===== src/hdl/ost_cfg.svh =====
`ifndef OST_CFG_SVH
`define OST_CFG_SVH
`define OST_CNT_W        32
`define OST_CMP_RST      32'h0000_0000
`define OST_CNT_ZERO     32'h0000_0000
`define OST_CNT_ONES     32'hffff_ffff
`define OST_MODE_RST     1'b0
`define OST_SIRQ_RST     1'b0
`endif


===== src/hdl/ost_pkg.sv =====
package ost_pkg;
  typedef enum logic [0:0] {
    OST_INTERVAL = 1'b0,
    OST_FREERUN  = 1'b1
  } ost_mode_t;
  typedef struct packed {
    logic start;
    logic stop;
  } ost_trig_t;
  typedef struct packed {
    ost_mode_t mode_select;
    logic      start_irq_select;
  } ost_ctl_t;
endpackage


===== src/hdl/ost_timer.sv =====
// What this block does
// - one 32-bit counter, readable, stepping on the count clock.
// - counts only on the count clock, no prescaler.
// - irq on underflow in interval mode, on compare match in free-run mode.
// - start-irq select adds an irq at every start and restart.
// - start trigger sets the enabled flag; trigger self-clears.
// - stop trigger clears the enabled flag; trigger self-clears.
// - a stopped counter holds its value.
// - mode select 0 is interval mode, 1 is free-run compare mode.
// - interval mode counts down from compare, irq when zero reached.
// - at zero, interval mode reloads from compare and keeps counting.
// - interval irq period is clock period times compare plus one.
// - compare writes in interval mode take effect at next reload.
// - interval restart after stop loads from current compare.
// - interval start while running reloads at once, start irq if selected.
// - interval compare zero keeps irq high while enabled, except the first clock without start irq; low when stopped.
// - free-run counts up from zero, wraps, irq when count equals compare.
// - free-run restart after stop begins from zero.
// - free-run ignores start while enabled.
// - free-run first match compare+1 clocks after start, then every 2^32.
// - free-run compare zero with start irq gives two clocks of irq.
// - mode control writes accepted only while counter disabled.
// - after mode change counter reads all ones (interval) or zero (free-run).
// - reset returns everything to initial values.
`timescale 1ns/1ps
`default_nettype none
`include "ost_cfg.svh"
module ost_timer #(
  parameter int CNT_W = `OST_CNT_W
) (
  // clock and reset
  input  wire logic              i_clk,
  input  wire logic              i_rstn,
  // compare value
  input  wire logic              i_compare_we,
  input  wire logic [CNT_W-1:0]  i_compare_value,
  // triggers
  input  wire ost_pkg::ost_trig_t i_trig,
  // mode control
  input  wire logic              i_mode_control_we,
  input  wire ost_pkg::ost_ctl_t i_mode_control,
  // status
  output logic [CNT_W-1:0]       o_compare_value,
  output logic [CNT_W-1:0]       o_count_value,
  output ost_pkg::ost_ctl_t      o_mode_control,
  output logic                   o_counter_enabled_flag,
  output logic                   o_start_trigger,
  output logic                   o_stop_trigger,
  output logic                   o_timer_irq
);

  // refuse widths that the fixed-width count and compare logic cannot serve
  if (CNT_W != 32) begin : g_bad_width
    $error("ost_timer: counter width must be 32");
  end

  // ==========================================================
  // state
  logic [CNT_W-1:0]  cmp_q;
  logic [CNT_W-1:0]  cnt_q;
  ost_pkg::ost_ctl_t ctl_q;
  logic              en_q;
  logic              irq_q;
  logic              go_start;
  logic              free_mode;
  logic              zero_hit;
  logic              match_hit;
  logic              run;

  assign free_mode = (ctl_q.mode_select == ost_pkg::OST_FREERUN);
  // start accepted unless free-run and already enabled
  assign go_start  = i_trig.start && !(free_mode && en_q);
  assign run       = en_q && !i_trig.stop;
  assign zero_hit  = !free_mode && en_q && (cnt_q == `OST_CNT_ZERO);
  assign match_hit = free_mode && en_q && (cnt_q == cmp_q);

  // ==========================================================
  // compare value
  always_ff @(posedge i_clk or negedge i_rstn) begin
    if (!i_rstn) begin
      cmp_q <= `OST_CMP_RST;
    end else if (i_compare_we) begin
      cmp_q <= i_compare_value;
    end
  end

  // ==========================================================
  // mode control
  always_ff @(posedge i_clk or negedge i_rstn) begin
    if (!i_rstn) begin
      ctl_q.mode_select      <= ost_pkg::ost_mode_t'(`OST_MODE_RST);
      ctl_q.start_irq_select <= `OST_SIRQ_RST;
    end else if (i_mode_control_we && !en_q) begin
      ctl_q <= i_mode_control;
    end
  end

  // ==========================================================
  // enabled flag
  always_ff @(posedge i_clk or negedge i_rstn) begin
    if (!i_rstn) begin
      en_q <= 1'b0;
    end else if (i_trig.stop) begin
      en_q <= 1'b0;
    end else if (i_trig.start) begin
      en_q <= 1'b1;
    end
  end

  // ==========================================================
  // counter
  always_ff @(posedge i_clk or negedge i_rstn) begin
    if (!i_rstn) begin
      cnt_q <= `OST_CNT_ONES;
    end else if (i_mode_control_we && !en_q
                 && (i_mode_control.mode_select != ctl_q.mode_select)) begin
      cnt_q <= (i_mode_control.mode_select == ost_pkg::OST_FREERUN)
               ? `OST_CNT_ZERO : `OST_CNT_ONES;
    end else if (go_start && !i_trig.stop) begin
      cnt_q <= free_mode ? `OST_CNT_ZERO : cmp_q;
    end else if (run) begin
      if (free_mode) begin
        cnt_q <= cnt_q + 32'h0000_0001;
      end else if (zero_hit) begin
        cnt_q <= cmp_q;
      end else begin
        cnt_q <= cnt_q - 32'h0000_0001;
      end
    end
  end

  // ==========================================================
  // interrupt
  always_ff @(posedge i_clk or negedge i_rstn) begin
    if (!i_rstn) begin
      irq_q <= 1'b0;
    end else if (i_trig.stop) begin
      irq_q <= 1'b0;
    end else begin
      // one-cycle pulses; zero compare gives back-to-back events
      irq_q <= (go_start && ctl_q.start_irq_select)
               || zero_hit || match_hit;
    end
  end

  // ==========================================================
  // outputs
  assign o_compare_value        = cmp_q;
  assign o_count_value          = cnt_q;
  assign o_mode_control         = ctl_q;
  assign o_counter_enabled_flag = en_q;
  assign o_start_trigger        = 1'b0;
  assign o_stop_trigger         = 1'b0;
  assign o_timer_irq            = irq_q;

endmodule // ost_timer
`default_nettype wire


===== config.mk =====
export PLATFORM = sky130hd
export DESIGN_NAME = ost_timer
export DESIGN_NICKNAME = d
export VERILOG_FILES = /design/src/hdl/ost_pkg.sv /design/src/hdl/ost_timer.sv
export VERILOG_INCLUDE_DIRS = /design/src /design/src/hdl
export SDC_FILE = /design/constraint.sdc
export NUM_CORES = 1
export LEC_CHECK = 0
export BUFFER_PORTS_ARGS = -buffer_cell sky130_fd_sc_hd__buf_2
export CAP_MARGIN = 30
export CORE_MARGIN = 1.5
export CORE_UTILIZATION = 40
export DETAILED_ROUTE_END_ITERATION = 10
export MAX_ROUTING_LAYER = met4
export PLACE_DENSITY = 0.62
export SYNTH_ARGS = -nofsm -noshare
export SYNTH_HDL_FRONTEND = slang
export SYNTH_SLANG_ARGS = --single-unit
export TNS_END_PERCENT = 5

===== constraint.sdc =====
create_clock -name i_clk -period 8.8 [get_ports i_clk]
set_input_delay 0.88 -clock i_clk [delete_from_list [all_inputs] [get_ports i_clk]]
set_output_delay 0.88 -clock i_clk [all_outputs]
set_load 0.005 [all_outputs]

==> Flow_metrics.wiki <==
{| class="wikitable"
! Metric !! Value
|-
| Sum Neg Setup Slack || 0 ps
|-
| WP data required || 9070 ps
|-
| Count of final hold-check violations || 0
|-
| Antenna-violating nets left || 0
|-
| Static Leak || 2.366 nW
|-
| Cell-by-cell trace of the critical path || or4_4, or4_1, nor4_1, buf_4, a21oi_1, a2bb2oi_1, or4_1, o211ai_1
|-
| CP startpoint kind || flip-flop
|-
| Number of nets in the layout || approximately 700
|-
| Endpoint kind of the worst setup timing path || flip-flop
|-
| GRT overflow || 0
|-
| Via-per-instance ratio || 5.992
|-
| Critical path start-end classification || flip-flop to flip-flop
|-
| Clock Sinks || 68
|-
| Simple-gate area share of the yosys netlist || 20.92%
|-
| Relative slew slack || 30.34%
|-
| First-pass GRT wire length || 26760 um
|-
| Worst slack, placed || roughly 5500 ps
|-
| Final routed wirelength across all metal layers || ~17000 um
|-
| Slew @ Worst Pin || 1041 ps
|-
| Post-synth EDFFs || 0
|-
| Final weighted congestion of routability-driven global placement || a little under 1
|-
| Power density relative to cell area || 248.1 nW/um^2
|-
| Reg2Reg Setup Slack || 5370 ps
|-
| Fin crit period || 3425 ps
|-
| Compound-gate portion of the synthesized area || around 20%
|-
| CP Launch Point || o_count_value[4]
|-
| Number of antenna cells inserted || 0
|-
| Post-CTS Setup Bufs || 0
|-
| Vias after detailed routing || 5039
|-
| Register bit total from synthesis || 68
|-
| Average wire per cell in the routed design || 20.73 um
|-
| Count of pins on the block boundary || 110
|-
| Minimum setup slack in the final design || 5375 ps
|-
| First-pass detailed-route iteration total || 5
|-
| Slowest library cell on the worst path || sky130_fd_sc_hd__nor4_1
|-
| CTS root buffer || sky130_fd_sc_hd__clkbuf_16
|-
| Core area || 12160 um^2
|-
| Data arrival time of the critical path || 3700 ps
|-
| Netlist area before placement || 5031 um^2
|-
| CP most frequent cell || sky130_fd_sc_hd__or4_1
|-
| Final count of pins violating max slew || 0
|-
| Initial DRC Count || 487
|-
| Most frequent cells after synthesis || sky130_fd_sc_hd__a21oi_1 (52), sky130_fd_sc_hd__nor2_1 (49), sky130_fd_sc_hd__nand2_1 (42)
|-
| Area of all sequential standard cells || 1742 um^2
|-
| Clock Power Share || 25.1%
|-
| Number of different library cells in the post-synthesis netlist || 61
|-
| Die ar. || 13260 um^2
|-
| Internal Pwr Total || 0.8707 mW
|-
| Quantity of hold-fixing buffers added after cts || 0
|-
| Total of buffers placed on input and output ports || ~110
|-
| Die W || 115.2 um
|-
| Portion of synthesized cell area occupied by the leading cell type || ~18%
|-
| Worst R2R End || o_count_value[3]
|-
| Flop pwr share || 41.1%
|-
| Setup repair after global routing missed its margin || false
|-
| Multi-input logic area || 3008 um^2
|-
| Switching power || 0.5906 mW
|-
| Cts repair resizes || 0
|-
| Most crowded layer after global routing || met1
|-
| Placement Rows || 40
|-
| Most numerous cell in the Yosys netlist || sky130_fd_sc_hd__a21oi_1
|-
| Maximum number of pins on one net before global-route repair || 69
|-
| Maximum clock rate || 292.0 MHz
|-
| Gr usage total || approximately 28%
|-
| Sequential cell area fraction in the yosys report || 34.62%
|-
| Type of the most critical hold path || flip-flop to flip-flop
|-
| Initial Util || between 40 and 50%
|-
| # Max-Cap Violations || 0
|-
| Termination of the worst setup path || o_count_value[3]
|-
| Average footprint of a synthesized cell || about 8.4 um^2
|-
| Final worst clock skew || 10.90 ps
|-
| Switching part of the total power || about two fifths
|-
| Status || completed
|-
| TritonCTS clock tree || yes
|-
| Number of setup violations in the final report || 0
|-
| Share of cells above drive strength 1 || 30.31%
|-
| Multiplexer fraction of the synthesized cell area || under 10%
|-
| Growth of design area from synthesis to finish || 17.06%
|-
| Hold Path Cell Cnt || 2
|-
| Number of buffers inserted during clock tree synthesis || 9
|-
| Main combinational cell family by area after synthesis || simple AND/OR/NAND/NOR gates
|-
| Number of warning messages in the yosys log || 0
|-
| Syn Inst Count || 596
|-
| Library cell with the largest summed area after synthesis || sky130_fd_sc_hd__dfrtp_1
|-
| Chip Height || around 120 um
|-
| CTS max path bufs || 2
|-
| CTS clock-pin slew for the worst setup and hold paths || 60 ps
|-
| Final routed DRC violation total || 0
|-
| Total number of H-tree levels || 3
|-
| Maximum fanout count along the critical path || 10
|-
| Period Utilization, post-route || 38.92%
|-
| GRT met2 Usage || 37.22%
|-
| Vias in the first global route || 4658
|-
| Worst r2r src || o_count_value[4]
|-
| HPWL after DPL || approximately 12000 um
|-
| Worst reg-to-reg path cell count || 8
|-
| GR Util met1 || 39.60%
|-
| Number of antenna violations at the first check in global routing || 0
|-
| FFs w/ async S/R, synth || 100.0%
|-
| Fillcell total || 1180
|-
| GR met3 Demand/Resource || 5.377%
|-
| Worst path max stage delay || ~650 ps
|-
| Maximum ir drop on the vdd rail || approximately 0.11 mV
|-
| Share of total power in combinational logic || between 30 and 40%
|-
| Clock latency on the worst-skew pair || about 360 ps
|-
| Top FF cell, synth || sky130_fd_sc_hd__dfrtp_1
|-
| Post-synthesis adder-cell area fraction || less than 1%
|-
| Post-synthesis xor/xnor area fraction || 11.49%
|-
| Largest cells by area after synthesis || sky130_fd_sc_hd__dfrtp_1 (18%), sky130_fd_sc_hd__dfstp_2 (17%), sky130_fd_sc_hd__mux2_2 (7.2%)
|}
==> critical path, delay by kind of cell, from the launching register on <==
| kind | cells | cell delay (ps) |
|---|---|---|
| buf+inv | 1 | 310 |
| flops | 1 | 420 |
| compound gates | 3 | 320 |
| simple gates | 4 | 2290 |
==> final cells by class <==
type | instances | area share (%)
clock buffers | 9 | 3.824
clock inverters | 7 | 1.147
inverters | 11 | 0.7011
multi-input cells | 463 | 51.07
flip-flops and latches | 68 | 29.57
well taps | 168 | 3.569
repair buffers | 115 | 10.11
==> worst min-delay path by stage <==
stage                           start                end
global placement    o_mode_control[0]  o_mode_control[0]
CTS                 o_count_value[16]  o_count_value[16]
detailed placement  o_count_value[16]  o_count_value[16]
global route        o_mode_control[0]  o_mode_control[0]
finish              o_count_value[30]  o_count_value[30]
floorplan           o_mode_control[0]  o_mode_control[0]
==> registers in the layout, indices dropped and copies added, names as in the netlist <==
signal                  count
o_compare_value            32
o_count_value              32
free_mode                   1
o_counter_enabled_flag      1
o_mode_control              1
o_timer_irq                 1
==> per-stage QoR <==
stage                     hold WS (ps)  power [mW]  util (%)  cells  instance area [um^2]
after floorplan                  528.6      0.8985         -    597                  5035
after global placement           558.6       1.081     46.02    825                  5597
after detailed placement         560.9       1.086     46.02    825                  5597
after CTS                        570.9       1.458     48.43    841                  5889
after global routing             604.6       1.550     48.43    841                  5889
final                            581.4       1.461     48.43    841                  5889
==> routing by layer <==
layer	wire length, um	vias to the layer above	part of all wire, %
met5	0	-	0
met4	784	0	4.5
met3	1485	62	8.5
met2	7203	288	41
met1	7959	2350	46
li1	-	2339	-
==> cell families after synthesis <==
| kind of cell | after synthesis |
|---|---|
| other | 1 |
| buffers and inverters | 66 |
| AND/OR/NAND/NOR | 206 |
| XOR/XNOR | 66 |
| multiplexers | 32 |
| flip-flops | 68 |
| AO/OA/AOI/OAI | 155 |
| adder cells (fa/ha/maj) | 2 |
==> cell usage in the layout (no fill, tap or decap), types with 5 or more instances in the layout <==
cell,n
sky130_fd_sc_hd__inv_1,11
sky130_fd_sc_hd__and3_1,9
sky130_fd_sc_hd__a31oi_1,7
sky130_fd_sc_hd__a211oi_1,6
sky130_fd_sc_hd__clkbuf_16,9
sky130_fd_sc_hd__nor3_1,22
sky130_fd_sc_hd__dfrtp_1,36
sky130_fd_sc_hd__mux2_2,32
sky130_fd_sc_hd__nor2_1,49
sky130_fd_sc_hd__a221oi_1,11
sky130_fd_sc_hd__or4_1,8
sky130_fd_sc_hd__o21ai_0,30
sky130_fd_sc_hd__xor2_1,28
sky130_fd_sc_hd__nor2b_1,5
sky130_fd_sc_hd__a22oi_1,5
sky130_fd_sc_hd__nor4_1,18
sky130_fd_sc_hd__o22ai_1,9
sky130_fd_sc_hd__buf_4,8
sky130_fd_sc_hd__a21oi_1,52
sky130_fd_sc_hd__xnor2_1,38
sky130_fd_sc_hd__nand4_1,15
sky130_fd_sc_hd__buf_2,107
sky130_fd_sc_hd__nand3_1,18
sky130_fd_sc_hd__dfstp_2,32
sky130_fd_sc_hd__o31ai_1,6
sky130_fd_sc_hd__nand2_1,42
==> power groups by stage <==
stage | logic (mW) | clock network [mW] | registers (mW)
after CTS | 0.491 | 0.373 | 0.593
after floorplan | 0.421 | 0 | 0.477
after detailed placement | 0.487 | 0 | 0.599
final | 0.494 | 0.366 | 0.601
after global placement | 0.489 | 0 | 0.592
after global routing | 0.547 | 0.387 | 0.616
No activity file was read; power rests on OpenSTA's default activity.
